**src/logic/sarcc_consts.svh**
```systemverilog
// named constants for the converter trigger and clock control block
`ifndef SARCC_CONSTS_SVH
`define SARCC_CONSTS_SVH
`define SARCC_CH_DISABLED 5'h1f
`define SARCC_CH_TEMP 5'h1a
`define SARCC_CH_BANDGAP 5'h1b
`define SARCC_SAMPLE_SHORT 5'h03
`define SARCC_SAMPLE_LONG 5'h17
`define SARCC_MSB_INDEX 4'hb
`define SARCC_CODE_MID 12'h800
`define SARCC_BIT_ONE 12'h001
`define SARCC_RATE_BASE 4'h3
`define SARCC_CNT_ONE 16'h0001
`define SARCC_PIN_ASYNC 0
`define SARCC_PIN_EXTREF 1
`define SARCC_PIN_SLOW 2
`endif

```
**src/logic/sarcc_pkg.sv**
```systemverilog
// types shared by the converter trigger and clock control block
`default_nettype none
package sarcc_pkg;
  typedef enum logic [1:0] {
    SARCC_CLK_BUS = 2'b00,
    SARCC_CLK_HALF = 2'b01,
    SARCC_CLK_ASYNC = 2'b10
  } sarcc_clk_t;
  typedef enum logic [1:0] {
    SARCC_FMT_8 = 2'b00,
    SARCC_FMT_12 = 2'b01,
    SARCC_FMT_10 = 2'b10
  } sarcc_fmt_t;
  typedef enum logic [1:0] {
    SARCC_IDLE = 2'b00,
    SARCC_SAMPLE = 2'b01,
    SARCC_CONVERT = 2'b10
  } sarcc_state_t;
  typedef struct packed {
    sarcc_clk_t clkSel;
    sarcc_fmt_t fmt;
    logic contEn;
    logic intEn;
    logic hwTrigEn;
    logic cmpEn;
    logic cmpGreaterEq;
    logic longSample;
    logic lowPower;
    logic [4:0] chanSel;
    logic [11:0] cmpValue;
  } sarcc_cfg_t;
endpackage
`default_nettype wire

```
**src/logic/sarcc_trigger_clock_control.sv**
```systemverilog
// sar converter control: clock select, periodic trigger, sequencing, flags
//
// Functional notes
// - conversion clock is bus clock, bus clock halved, or local async clock
// - hw trigger on: a periodic counter overflow starts a conversion when idle
// - counter runs free on reference or slow clock; rate sets its period
// - periodic trigger keeps working in run, wait and stop3
// - exactly one analog pin enable register is provided
// - stop3 operation continues only while low-voltage stop enable is set
// - 12-bit successive approximation, right-justified as 12, 10 or 8 bits
// - single or continuous conversions; single returns to idle by itself
// - compare mode flags completion only for less-than or greater-or-equal
// - done flag set at completion and can raise an interrupt
// - channel select field picks one of up to 28 inputs
// - sample time short or long, speed versus power selectable
// - channel all ones powers converter off; temp and bandgap codes decoded
// - control write always aborts; it restarts unless channel is all ones, hw trigger is on or stop3 is held without enable
// - done flag read-only, cleared by control write or result low read
// - active flag set at start, cleared on single completion or abort
`default_nettype none
`include "sarcc_consts.svh"
module sarcc_trigger_clock_control #(
  parameter int RES_W = 12,
  parameter int CNT_W = 16
) (
  input wire logic clock,
  input wire logic nrst,
  input wire sarcc_pkg::sarcc_cfg_t cfg,
  input wire logic ctrlWrite,
  input wire logic resultLowRead,
  input wire logic [2:0] periodicRateSelect,
  input wire logic useExternalReference,
  input wire logic externalReferenceClock,
  input wire logic internalSlowClock,
  input wire logic localAsyncConvClock,
  input wire logic stopMode,
  input wire logic lowvoltDetectStopEnable,
  input wire logic [7:0] analogPinEnableOne,
  input wire logic cmpHigh,
  output logic [7:0] padAnalogEnable,
  output logic [4:0] sampleChannel,
  output logic sampleEnable,
  output logic converterPowered,
  output logic tempSensorSelect,
  output logic bandgapSelect,
  output logic [11:0] dacCode,
  output logic [11:0] result,
  output logic conversionDoneFlag,
  output logic conversionActiveFlag,
  output logic interruptRequest,
  output logic hwConversionTrigger
);
  if (RES_W != 12) begin : g_bad_res
    $error("only a 12-bit result width is supported");
  end
  if (CNT_W < 11) begin : g_bad_cnt
    $error("periodic counter too narrow for the rate select range");
  end

  // pin inputs: two flops each, a third flop only for the edge detect
  logic [2:0] pinRaw;
  logic [2:0] sync1_q;
  logic [2:0] sync2_q;
  logic [2:0] prev_q;
  logic [2:0] pinRise;
  assign pinRaw = {internalSlowClock, externalReferenceClock,
                   localAsyncConvClock};
  genvar gi;
  for (gi = 0; gi < 3; gi++) begin : g_sync
    always_ff @(posedge clock or negedge nrst) begin
      if (!nrst) begin
        sync1_q[gi] <= 1'b0;
        sync2_q[gi] <= 1'b0;
        prev_q[gi] <= 1'b0;
      end else begin
        sync1_q[gi] <= pinRaw[gi];
        sync2_q[gi] <= sync1_q[gi];
        prev_q[gi] <= sync2_q[gi];
      end
    end
  end
  assign pinRise = sync2_q & ~prev_q;

  // conversion clock tick; the async clock must run below half the bus rate
  logic half_q;
  logic convTick;
  always_ff @(posedge clock or negedge nrst) begin
    if (!nrst) half_q <= 1'b0;
    else half_q <= ~half_q;
  end
  assign convTick = (cfg.clkSel == sarcc_pkg::SARCC_CLK_BUS) ? 1'b1 :
                    (cfg.clkSel == sarcc_pkg::SARCC_CLK_HALF) ? half_q :
                    pinRise[`SARCC_PIN_ASYNC];

  // periodic wakeup counter; rate zero stops it
  logic [CNT_W-1:0] pwc_q;
  logic [CNT_W-1:0] pwcLimit;
  logic pwcEdge;
  logic pwcOverflow;
  logic trig_q;
  assign pwcEdge = useExternalReference ? pinRise[`SARCC_PIN_EXTREF] :
                   pinRise[`SARCC_PIN_SLOW];
  assign pwcLimit = CNT_W'((`SARCC_CNT_ONE <<
                    (periodicRateSelect + `SARCC_RATE_BASE)) - `SARCC_CNT_ONE);
  assign pwcOverflow = pwcEdge && (periodicRateSelect != 3'h0) &&
                       (pwc_q == pwcLimit);
  always_ff @(posedge clock or negedge nrst) begin
    if (!nrst) pwc_q <= '0;
    else if (periodicRateSelect == 3'h0) pwc_q <= '0;
    else if (pwcOverflow) pwc_q <= '0;
    else if (pwcEdge) pwc_q <= pwc_q + CNT_W'(1);
  end
  // not gated by stop mode, so triggers survive run, wait and stop3
  always_ff @(posedge clock or negedge nrst) begin
    if (!nrst) trig_q <= 1'b0;
    else trig_q <= pwcOverflow;
  end
  assign hwConversionTrigger = trig_q;

  // channel decode
  logic chanOff;
  assign chanOff = (cfg.chanSel == `SARCC_CH_DISABLED);
  assign converterPowered = !chanOff;
  assign tempSensorSelect = (cfg.chanSel == `SARCC_CH_TEMP);
  assign bandgapSelect = (cfg.chanSel == `SARCC_CH_BANDGAP);
  assign sampleChannel = cfg.chanSel;

  always_ff @(posedge clock or negedge nrst) begin
    if (!nrst) padAnalogEnable <= 8'h00;
    else padAnalogEnable <= analogPinEnableOne;
  end

  // sequencer
  sarcc_pkg::sarcc_state_t state_q;
  sarcc_pkg::sarcc_state_t state_d;
  logic [4:0] smpCnt_q;
  logic [3:0] bitIdx_q;
  logic slowPhase_q;
  logic [11:0] code_q;
  logic [11:0] codeStep;
  logic stopHold;
  logic abort;
  logic swStart;
  logic hwStart;
  logic startEv;
  logic stepEv;
  logic convDone;
  logic completeEv;
  logic cmpTrue;
  logic flagOk;
  logic [11:0] fmtResult;
  logic [4:0] smpLen;

  function automatic logic [11:0] formatResult(
    input logic [11:0] raw,
    input sarcc_pkg::sarcc_fmt_t fmt
  );
    if (fmt == sarcc_pkg::SARCC_FMT_12) formatResult = raw;
    else if (fmt == sarcc_pkg::SARCC_FMT_10) formatResult = {2'h0, raw[11:2]};
    else formatResult = {4'h0, raw[11:4]};
  endfunction

  assign stopHold = stopMode && !lowvoltDetectStopEnable;
  assign abort = ctrlWrite || stopHold || chanOff;
  assign swStart = ctrlWrite && !chanOff && !cfg.hwTrigEn && !stopHold;
  assign hwStart = cfg.hwTrigEn && trig_q && !chanOff && !stopHold &&
                   !ctrlWrite && (state_q == sarcc_pkg::SARCC_IDLE);
  assign startEv = swStart || hwStart;
  assign smpLen = cfg.longSample ? `SARCC_SAMPLE_LONG :
                  `SARCC_SAMPLE_SHORT;
  // low power takes two conversion clocks per bit
  assign stepEv = convTick && (!cfg.lowPower || slowPhase_q);
  assign convDone = (state_q == sarcc_pkg::SARCC_CONVERT) && stepEv &&
                    (bitIdx_q == 4'h0);
  assign completeEv = convDone && !abort;
  assign codeStep = cmpHigh ? code_q :
                    (code_q & ~(`SARCC_BIT_ONE << bitIdx_q));
  assign fmtResult = formatResult(codeStep, cfg.fmt);
  assign cmpTrue = cfg.cmpGreaterEq ? (fmtResult >= cfg.cmpValue) :
                   (fmtResult < cfg.cmpValue);
  assign flagOk = !cfg.cmpEn || cmpTrue;

  always_comb begin
    state_d = state_q;
    case (state_q)
      sarcc_pkg::SARCC_IDLE: begin
        if (hwStart) state_d = sarcc_pkg::SARCC_SAMPLE;
      end
      sarcc_pkg::SARCC_SAMPLE: begin
        if (convTick && smpCnt_q == 5'h00) state_d = sarcc_pkg::SARCC_CONVERT;
      end
      sarcc_pkg::SARCC_CONVERT: begin
        if (convDone) begin
          state_d = cfg.contEn ? sarcc_pkg::SARCC_SAMPLE :
                    sarcc_pkg::SARCC_IDLE;
        end
      end
      default: state_d = sarcc_pkg::SARCC_IDLE;
    endcase
    if (abort) state_d = sarcc_pkg::SARCC_IDLE;
    if (swStart) state_d = sarcc_pkg::SARCC_SAMPLE;
  end

  always_ff @(posedge clock or negedge nrst) begin
    if (!nrst) state_q <= sarcc_pkg::SARCC_IDLE;
    else state_q <= state_d;
  end

  always_ff @(posedge clock or negedge nrst) begin
    if (!nrst) begin
      smpCnt_q <= 5'h00;
      bitIdx_q <= 4'h0;
      slowPhase_q <= 1'b0;
      code_q <= 12'h000;
    end else if (state_d == sarcc_pkg::SARCC_SAMPLE &&
                 state_q != sarcc_pkg::SARCC_SAMPLE || startEv) begin
      smpCnt_q <= smpLen;
      slowPhase_q <= 1'b0;
    end else if (state_q == sarcc_pkg::SARCC_SAMPLE && convTick) begin
      smpCnt_q <= smpCnt_q - 5'h01;
      bitIdx_q <= `SARCC_MSB_INDEX;
      code_q <= `SARCC_CODE_MID;
    end else if (state_q == sarcc_pkg::SARCC_CONVERT && convTick) begin
      slowPhase_q <= ~slowPhase_q;
      if (stepEv && bitIdx_q != 4'h0) begin
        code_q <= codeStep | (`SARCC_BIT_ONE << (bitIdx_q - 4'h1));
        bitIdx_q <= bitIdx_q - 4'h1;
      end
    end
  end
  assign sampleEnable = (state_q == sarcc_pkg::SARCC_SAMPLE);
  assign dacCode = code_q;
  assign conversionActiveFlag = (state_q != sarcc_pkg::SARCC_IDLE);

  // flag: a completion in the clearing cycle wins
  logic done_q;
  always_ff @(posedge clock or negedge nrst) begin
    if (!nrst) begin
      done_q <= 1'b0;
      result <= 12'h000;
    end else begin
      if (completeEv && flagOk) begin
        done_q <= 1'b1;
        result <= fmtResult;
      end else if (ctrlWrite || resultLowRead) begin
        done_q <= 1'b0;
      end
    end
  end
  assign conversionDoneFlag = done_q;
  assign interruptRequest = done_q && cfg.intEn;

  logic [3:0] convCnt_q;
  always_ff @(posedge clock or negedge nrst) begin
    if (!nrst) convCnt_q <= 4'h0;
    else if (state_q != sarcc_pkg::SARCC_CONVERT) convCnt_q <= 4'h0;
    else convCnt_q <= convCnt_q + 4'h1;
  end
endmodule
`default_nettype wire

```
**config.mk**
```make
export PLATFORM = sky130hd
export DESIGN_NAME = sarcc_trigger_clock_control
export DESIGN_NICKNAME = d
export VERILOG_FILES = /design/src/logic/sarcc_pkg.sv /design/src/logic/sarcc_trigger_clock_control.sv
export VERILOG_INCLUDE_DIRS = /design/src /design/src/logic
export SDC_FILE = /design/constraint.sdc
export NUM_CORES = 1
export LEC_CHECK = 0
export BUFFER_PORTS_ARGS = -buffer_cell sky130_fd_sc_hd__buf_2
export CAP_MARGIN = 15
export CORE_MARGIN = 2
export CORE_UTILIZATION = 40
export DETAILED_ROUTE_END_ITERATION = 10
export SYNTH_ARGS = -nofsm -noshare
export SYNTH_HDL_FRONTEND = slang
export SYNTH_SLANG_ARGS = --single-unit
```
**constraint.sdc**
```tcl
create_clock -name clock -period 10.6 [get_ports clock]
set_clock_uncertainty 0.15 [all_clocks]
set_input_delay 1.59 -clock clock [delete_from_list [all_inputs] [get_ports clock]]
set_output_delay 1.59 -clock clock [all_outputs]
set_load 0.05 [all_outputs]
```
==> results of run 1 <==
per-stage QoR:
stage / hold slack, ns / total power [W]
2_1_floorplan: 0.181 / 0.000408
3_3_place_gp: 0.186 / 0.000449
3_5_place_dp: 0.186 / 0.000451
4_1_cts: 0.205 / 0.000650
5_1_grt: 0.222 / 0.000681
6_report: 0.203 / 0.000641
where the power goes:
group / switching, W / leakage [nW] / total (W) / internal, W
Sequential: 0.0000146 / 0.910 / 0.000305 / 0.000291
Clock: 0.000111 / 0.0866 / 0.000196 / 0.0000858
Combinational: 0.0000925 / 1.41 / 0.000140 / 0.0000472
area by class of cell:
| type | instances | area [um2] | share of cell area (%) |
|---|---|---|---|
| flip-flops and latches | 72 | 1800 | 36.5 |
| inverters | 35 | 131 | 2.66 |
| clock inverters | 6 | 43.8 | 0.888 |
| well taps | 136 | 170 | 3.45 |
| multi-input cells | 342 | 2180 | 44.1 |
| clock buffers | 10 | 128 | 2.59 |
| repair buffers | 95 | 480 | 9.74 |
logic make-up after synthesis:
group,count (synthesis)
AO/OA/AOI/OAI,127
XOR/XNOR,10
adder cells (fa/ha/maj),22
buffers and inverters,53
flip-flops,72
multiplexers,14
other,1
AND/OR/NAND/NOR,167
metal layers:
metal,part of all wire (%),vias up,track usage [%]
met5,0,-,0
met4,2.9,0,7.51
met3,4.7,18,4.23
met2,47,86,29.3
met1,45,1731,24.9
li1,-,1828,-
how the worst min path moves through the flow:
stage | endpoint | slack (ns) | depth (start not counted)
final | sync2_q[0] | 0.20 | 0
after global routing | sync2_q[0] | 0.22 | 0
after detailed placement | sync2_q[0] | 0.19 | 0
after CTS | sync2_q[0] | 0.20 | 0
after floorplan | sync2_q[0] | 0.18 | 0
after global placement | sync2_q[1] | 0.19 | 0
registers in the layout (all words and copies together) (netlist names), 2 cells and up:
signal and count:
bitIdx_q 4, dacCode 12, padAnalogEnable 8, prev_q 3, pwc_q 16, result 12, smpCnt_q 5, state_q 2
sync1_q 3, sync2_q 3
cells in the mapped netlist (all sizes together) (4+ instances only):
cell type	number	area, um2
nor2	28	105
a21oi	35	175
mux2	11	124
nand4	4	25.0
o21a	5	37.5
buf	11	72.6
o21ai	36	191
nand2	52	195
a31oi	4	25.0
and2	8	50.1
nand2b	12	75.1
nand3	16	80.1
and3	5	31.3
nor2b	8	50.1
inv	35	131
or3	6	37.5
nor3	7	35.0
nor3b	4	30.0
dfrtp	72	1800
xnor2	8	70.1
nand3b	4	30.0
a21o	7	52.6
o22ai	8	50.1
o211ai	7	52.6
clkbuf	7	26.3
or2	4	25.0
ha	21	263
==> impl_metrics.yaml, run 1 <==
critical_path:
  crit_chain: "buf_2 -> nand2b_1 -> o21ai_0 -> inv_1 -> o21ai_0 -> o21ai_0 -> ha_1 -> nand4_1 -> nor2_1 -> o31ai_1 -> nand4bb_1 -> a311oi_1 -> a311oi_2 -> mux2_2"
  path_buf_inv: 2
  reg2reg_slack_ns: 6.26
  endpoint: "result[4]"
  cp-end-kind: "register"
  r2r_end: "result[4]"
  cp.required_ns: 10.69
  cp_top_family: "compound AO/OA/AOI/OAI gates"
  cp_slowest_stage_delay_ns: 0.94
  worstSetupPathType: "in2reg"
  cp.depth: 14
  r2r_cells: 15
  worstReg2RegStart: "bitIdx_q[0]"
  crit_path_start_kind: "input pin"
  cp_common_cell: "o21ai_0"
  cp_slowest_cell: "a311oi_2"
  arrival_ns: 5.03
  worst-path-max-fanout: 13
  startpoint: "cmpHigh"
timing:
  min_period_ns: 4.94
  finalSetupTns_ns: 0
  maxSlewViolCount: 0
  fin_crit_sh_pct: 46.6
  hold_viol_final: 0
  setup_ws_ns: 5.66
  maxSlewHeadroom_pct: 26.5
  setup_viol: 0
  timing.fmax_mhz: 202
  rsz0062_at_grt: "false"
  tightest_slew_ns: 1.10
yosys:
  avgSynthCellArea_um2: 9.01
  yosysSeqAreaShare_pct: 42.9
  synthCells: 466
  ys_ff_latch: 72
  synth_compound_area_share_pct: 19.1
  synthMuxAreaShare_pct: 3.67
  synth_xor_xnor_area_share_pct: 2.09
  synth_flop_cell: "dfrtp_1"
  synth_edf_count: 0
  yosys.area_share.adder_pct: 6.50
  synth.distinct_cells: 56
  ys_async_sr_fraction_pct: 100
  synth_simple_gate_area_share_pct: 20.2
  syn-cell-area_um2: 4200
  synth_top_family_by_area: "simple AND/OR/NAND/NOR gates"
  yosysWarnings: 0
job:
  maxCapViolCount: 0
layout:
  final_cells: 696
  drive_gt1_share_pct: 23.6
  final_common_cell: "buf_2"
  design_area_um2: 4930
  layout_common_cells: "buf_2, dfrtp_1, nand2_1"
  n_fill_cell: 1042
  fin_nets: 626
  syn2layout_area_growth_pct: 17.5
  diodes: 0
  utilization_pct: 48.0
power:
  p_leak_nw: 2.41
  power.density_nw_per_um2: 130
  ir_drop_v: 0.0000727
floorplanning:
  die_w_um: 106
  dieHeight_um: 106
  rows: 37
  io_pins: 95
  die-area_um2: 11300
  core_area_um2: 10300
  start_util_pct: 40.8
detailed_routing:
  totalWireLength_um: 10200
  dr_total_vias: 3663
  ant_nets: 0
  firstDrtPassIters: 5
  drc: 0
  avgRoutedWirePerCell_um: 14.7
  drt-initial-drc-count: 141
  viasPerCell: 5.26
worst_hold_path:
  hold_path.startpoint: "sync1_q[0]"
  hold_path.class: "reg2reg"
placed_design:
  place.gp.congestion: 0.899
  dpl.hpwl_um: 7710
  place_area_um2: 4750
  port_buffers: 94
  dpl.cell_count: 679
  dp_slack_ns: 5.30
cts:
  cts_buffer_depth: 2
  cts_root_buffer: "clkbuf_8"
  clk_latency_ns: 0.36
  cts_resized: 0
  cts_tree: "built"
  cts_hold_buf: 0
  cts_inserted_buffers: 9
  post_cts_buffers: 0
  ctsHtreeMaxLevel: 3
  clk_pin_slew_ns: 0.07
  clkSinkCount: 72
global_routing:
  grt_pass1_vias: 3408
  antenna_found_initial: 0
  grt-ovfl-total: 0
  grt_pass1_wl_um: 16600
  grt_max_degree: 73
  grt_use_total_pct: 18.7
outcome:
  status: "complete, no violations"
Note: power is estimated with default switching activity, not from simulation.
==> run 2, diff against run 1 <==
Clock period 10.6 ns to 4.4 ns, I/O delays scaled along.
==> run 2 against run 1 <==
Worst setup slack worse by 5.3 ns. Routed wire length up 0.79%. Combinational power up 140%. Global-route usage up 0.56 points. Critical endpoint is now result[7]. Highest routed layer unchanged.
==> impl_metrics.yaml, run 2 (synthesis results as in run 1) <==
layout:
  final_cells: 699
  top_register: "pwc_q"
  layout_common_cells: "buf_2, dfrtp_1, nand2_1"
  drive_gt1_share_pct: 24.2
  fin_nets: 629
  largest_register_ffs: 16
  diodes: 0
  n_fill_cell: 1010
  syn2layout_area_growth_pct: 20.9
  design_area_um2: 5070
  final_common_cell: "buf_2"
worst_hold_path:
  min_path_cells: 0
  hold_path.class: "reg2reg"
  whs_endpoint: "sync2_q[1]"
  hold_path.startpoint: "sync1_q[1]"
global_routing:
  grt_use_total_pct: 19.2
  grt-ovfl-total: 0
  antenna_found_initial: 0
  grt_max_degree: 73
  grt_pass1_wl_um: 17300
  grt_pass1_vias: 3599
floorplanning:
  dieHeight_um: 106
  io_pins: 95
  core_area_um2: 10300
  die-area_um2: 11300
  start_util_pct: 40.8
  die_w_um: 106
  rows: 37
cts:
  cts_tree: "built"
  cts_hold_buf: 0
  cts_inserted_buffers: 9
  ctsHtreeMaxLevel: 3
  clk_pin_slew_ns: 0.08
  cts_resized: 0
  clk_latency_ns: 0.35
  cts_buffer_depth: 2
  cts_root_buffer: "clkbuf_8"
  post_cts_buffers: 0
  clkSinkCount: 72
placed_design:
  dp_slack_ns: 0.372
  place_area_um2: 4780
  dpl.hpwl_um: 7800
  place.gp.congestion: 0.901
  port_buffers: 94
  dpl.cell_count: 683
power:
  power.density_nw_per_um2: 361
  ir_drop_v: 0.000181
  p_int_w: 0.00131
  p_leak_nw: 2.48
  p_switching_w: 0.000521
  pwr-share-seq_pct: 40.2
  pwr-share-comb_pct: 18.6
  clock_power_share_pct: 41.3
  switching_share_pct: 28.5
timing:
  tightest_slew_ns: 0.935
  maxSlewViolCount: 0
  timing.fmax_mhz: 246
  hold_viol_final: 0
  min_period_ns: 4.07
  setup_ws_ns: 0.331
  finalSetupTns_ns: 0
  fin_crit_sh_pct: 92.5
  rsz0062_at_grt: "false"
  setup_viol: 0
  maxSlewHeadroom_pct: 37.4
critical_path:
  cp.required_ns: 4.48
  cp_slowest_cell: "a311oi_2"
  worstReg2RegStart: "bitIdx_q[0]"
  cp-end-kind: "register"
  crit_chain: "inv_1 -> ha_1 -> nand2b_1 -> o21ai_0 -> nand2_1 -> o211ai_1 -> o31ai_1 -> ha_1 -> and3_1 -> nor2b_1 -> o31ai_1 -> nand4bb_1 -> a311oi_2 -> buf_4 -> mux2_2"
  cp_slowest_stage_delay_ns: 0.44
  worst-path-max-fanout: 11
  crit_path_start_kind: "register"
  arrival_ns: 4.15
  r2r_end: "result[7]"
  worstSetupPathType: "reg2reg"
  reg2reg_slack_ns: 0.33
  r2r_cells: 15
job:
  maxCapViolCount: 0
detailed_routing:
  drc: 0
  firstDrtPassIters: 5
  viasPerCell: 5.24
  drt-initial-drc-count: 210
  dr_total_vias: 3666
  ant_nets: 0
  totalWireLength_um: 10300
  avgRoutedWirePerCell_um: 14.8
outcome:
  status: "complete, no violations"
==> run 2: cell types whose count changed in the layout (fill, tap and decap cells not counted), sizes merged <==
cell | before | now
bufinv | 0 | 5
buf | 95 | 98
clkinv | 4 | 2
clkbuf | 10 | 9
clkinvlp | 1 | 0
inv | 36 | 35
==> run 2: power by group through the flow <==
stage | registers (W) | clock network (W) | logic [W]
detailed placement | 0.000748 | 0 | 0.000341
finish | 0.000735 | 0.000755 | 0.000339
CTS | 0.000735 | 0.000776 | 0.000342
global route | 0.000740 | 0.000809 | 0.000381
global placement | 0.000748 | 0 | 0.000335
floorplan | 0.000797 | 0 | 0.000185
==> run 2: worst max-delay path by stage <==
| stage | slack [ns] | startpoint | cells after the start | to |
|---|---|---|---|---|
| detailed placement | 0.37 | cmpHigh | 13 | result[1] |
| finish | 0.33 | bitIdx_q[0] | 15 | result[7] |
| global placement | 0.54 | cmpHigh | 14 | result[7] |
| CTS | 0.39 | bitIdx_q[0] | 15 | result[7] |
| global route | 0.12 | bitIdx_q[0] | 17 | result[7] |
| floorplan | 0.65 | cfg[25] | 12 | result[10] |
==> run 2: area by class of cell <==
cell class / instances / area [um2] / share of cell area [%]
clock buffer: 9 / 124 / 2.44
clock inverter: 7 / 168 / 3.30
inverter: 35 / 131 / 2.59
multi-input combinational: 342 / 2180 / 42.9
sequential: 72 / 1800 / 35.5
tap: 136 / 170 / 3.35
timing repair buffer: 98 / 503 / 9.91
==> run 2: critical path: cells and delay by family, from the launching register on <==
kind                       cells  cell delay [ns]
AOI/OAI and AO/OA              5             1.24
DFF                            1             0.41
muxes                          1             0.35
and+or+nand+nor                5             0.78
adders and majority gates      2             0.60
buffers and inverters          2             0.41
==> run 2: stage by stage <==
step / total power (W) / hold slack (ns) / utilization (%)
final: 0.00183 / 0.205 / 49.4
after global routing: 0.00193 / 0.221 / 49.4
after CTS: 0.00185 / 0.207 / 49.4
after detailed placement: 0.00109 / 0.188 / 46.5
after global placement: 0.00108 / 0.183 / 46.5
after floorplan: 0.000983 / 0.181 / -
==> run 2: metal layers <==
metal	routed length (um)	up-vias	global-route usage, %
met1	4620	1731	25.7
li1	-	1828	-
met2	5040	90	31.5
met4	163	0	5.19
met3	502	17	4.35
met5	0	-	0
==> run 3, diff against run 2 <==
--- a/config.mk
+++ b/config.mk
@@ -9,4 +9,3 @@
 export BUFFER_PORTS_ARGS = -buffer_cell sky130_fd_sc_hd__buf_2
-export CAP_MARGIN = 15
-export CORE_MARGIN = 2
+export CORE_MARGIN = 8
 export CORE_UTILIZATION = 40
==> constraint.sdc (replaced) <==
create_clock -name clock -period 4.4 [get_ports clock]
set_clock_uncertainty 0.15 [all_clocks]
set_input_delay 0.22 -clock clock [delete_from_list [all_inputs] [get_ports clock]]
set_output_delay 0.22 -clock clock [all_outputs]
set_load 0.05 [all_outputs]
==> run 3 against run 2 <==
Flip-flop and latch count did not move. Count of clock-buffer cells in the layout is 1 higher. Highest routed layer unchanged. Critical path type unchanged. Core utilization grew 0.41 points. Sequential power about the same. Largest power group is now sequential cells. Register-to-register slack better by 0.04 ns. First-iteration DRC count fell by 27%. Clock power fell by 23%. Cell count increased by 1.4%. Worst setup slack better by 0.039 ns.
==> impl_metrics.yaml, run 3 (synthesis results as in run 1) <==
timing:
  min_period_ns: 4.03
  setup_viol: 0
  maxSlewHeadroom_pct: 23.3
  fin_crit_sh_pct: 91.6
  rsz0062_at_grt: "false"
  timing.fmax_mhz: 248
  tightest_slew_ns: 1.15
  maxSlewViolCount: 0
  hold_viol_final: 0
  holdWs_ns: 0.124
  setup_ws_ns: 0.370
  finalSetupTns_ns: 0
layout:
  layout_common_cells: "buf_2, dfrtp_1, nand2_1"
  utilization_pct: 49.8
  final_common_cell: "buf_2"
  n_fill_cell: 995
  fin_nets: 640
  largest_register_ffs: 16
  drive_gt1_share_pct: 23.2
  diodes: 0
  multi_input_area_um2: 2180
  syn2layout_area_growth_pct: 21.9
  final_cells: 709
  top_register: "pwc_q"
  seq_area_um2: 1800
power:
  clock_power_share_pct: 35.0
  p_leak_nw: 2.49
  power.density_nw_per_um2: 327
  p_int_w: 0.00115
  pwr-share-seq_pct: 44.1
  p_switching_w: 0.000517
  pwr-share-comb_pct: 20.9
  ir_drop_v: 0.000177
  switching_share_pct: 31.0
critical_path:
  cp_top_family: "compound AO/OA/AOI/OAI gates"
  cp.required_ns: 4.49
  r2r_cells: 14
  cp_slowest_stage_delay_ns: 0.51
  worstSetupPathType: "reg2reg"
  cp_slowest_cell: "a311oi_2"
  r2r_end: "result[4]"
  cp.depth: 14
  worst-path-max-fanout: 6
  crit_chain: "inv_1 -> ha_1 -> nand2b_1 -> o21ai_0 -> and2_1 -> o31ai_1 -> ha_1 -> and3_1 -> nor2b_1 -> o31ai_1 -> nand4bb_1 -> a311oi_2 -> buf_4 -> mux2_2"
  worstReg2RegStart: "bitIdx_q[0]"
  reg2reg_slack_ns: 0.37
  cp-end-kind: "register"
  arrival_ns: 4.12
  path_buf_inv: 2
  crit_path_start_kind: "register"
global_routing:
  grt_max_degree: 73
  grt_pass1_vias: 3733
  grt_pass1_wl_um: 18300
  grt_use_total_pct: 15.8
  antenna_found_initial: 0
  grt-ovfl-total: 0
floorplanning:
  io_pins: 95
  die-area_um2: 14000
  dieHeight_um: 118
  core_area_um2: 10300
  rows: 37
  die_w_um: 118
  start_util_pct: 40.8
cts:
  clkSinkCount: 72
  cts_inserted_buffers: 9
  post_cts_buffers: 0
  ctsHtreeMaxLevel: 3
  clk_latency_ns: 0.35
  cts_tree: "built"
  cts_resized: 0
  cts_root_buffer: "clkbuf_8"
  cts_buffer_depth: 2
  clk_pin_slew_ns: 0.07
  cts_hold_buf: 13
detailed_routing:
  avgRoutedWirePerCell_um: 15.2
  dr_total_vias: 3710
  firstDrtPassIters: 4
  viasPerCell: 5.23
  ant_nets: 0
  drt-initial-drc-count: 154
  drc: 0
  totalWireLength_um: 10800
worst_hold_path:
  hold_path.class: "in2reg"
  hold_path.startpoint: "ctrlWrite"
  whs_endpoint: "state_q[1]"
  min_path_cells: 3
placed_design:
  port_buffers: 94
  dpl.cell_count: 681
  place.gp.congestion: 0.916
  dp_slack_ns: 0.388
  dpl.hpwl_um: 8250
outcome:
  status: "complete, no violations"
job:
  maxCapViolCount: 0
-- run 3: cell types whose count changed in the layout (fill, tap and decap cells not counted) --
cell,delta
buf_4,-2
bufinv_16,-3
clkbuf_8,+1
clkinv_2,+1
clkinv_4,-1
clkinvlp_4,+1
dlygate4sd3_1,+13
-- run 3: how the worst max path moves through the flow --
stage / from / endpoint / slack, ns
CTS: bitIdx_q[0] / result[4] / 0.36
global placement: bitIdx_q[0] / result[11] / 0.42
floorplan: bitIdx_q[1] / result[10] / 0.74
global route: bitIdx_q[0] / result[4] / 0.03
finish: bitIdx_q[0] / result[4] / 0.37
detailed placement: bitIdx_q[0] / result[4] / 0.39
-- run 3: worst register-to-register path, stage by stage, from the launching register on --
cell and delay, ns:
dfrtp_1 0.40, inv_1 0.12, ha_1 0.28, nand2b_1 0.16, o21ai_0 0.15, and2_1 0.21, o31ai_1 0.33, ha_1 0.31
and3_1 0.18, nor2b_1 0.13, o31ai_1 0.25, nand4bb_1 0.18, a311oi_2 0.51, buf_4 0.23, mux2_2 0.33
-- run 3: power groups by stage --
stage               combinational, W  clock (W)  sequential (W)
floorplan                   0.000185          0        0.000797
global placement            0.000336          0        0.000747
detailed placement          0.000343          0        0.000749
CTS                         0.000353   0.000610        0.000736
global route                0.000388   0.000639        0.000741
finish                      0.000350   0.000585        0.000736
-- run 3: final cells by class --
class	count	share of cell area, %
Clock buffer	10	2.69
Timing Repair Buffer	109	12.1
Inverter	35	2.57
Tap cell	136	3.33
Clock inverter	5	1.59
Sequential cell	72	35.2
Multi-Input combinational cell	342	42.5
-- run 3: per-layer routing --
layer  vias up  wire, um  GRT usage (%)
li1       1848         -              -
met1      1748      4650           18.4
met2        96      5370           27.5
met3        18       530           4.00
met4         0       226           6.17
met5         -         0              0
-- run 3: through the flow --
| step | power (W) | instance area, um2 |
|---|---|---|
| after floorplan | 0.000983 | 4200 |
| after CTS | 0.00170 | 5120 |
| after detailed placement | 0.00109 | 4770 |
| final | 0.00167 | 5120 |
| after global routing | 0.00177 | 5120 |
| after global placement | 0.00108 | 4770 |
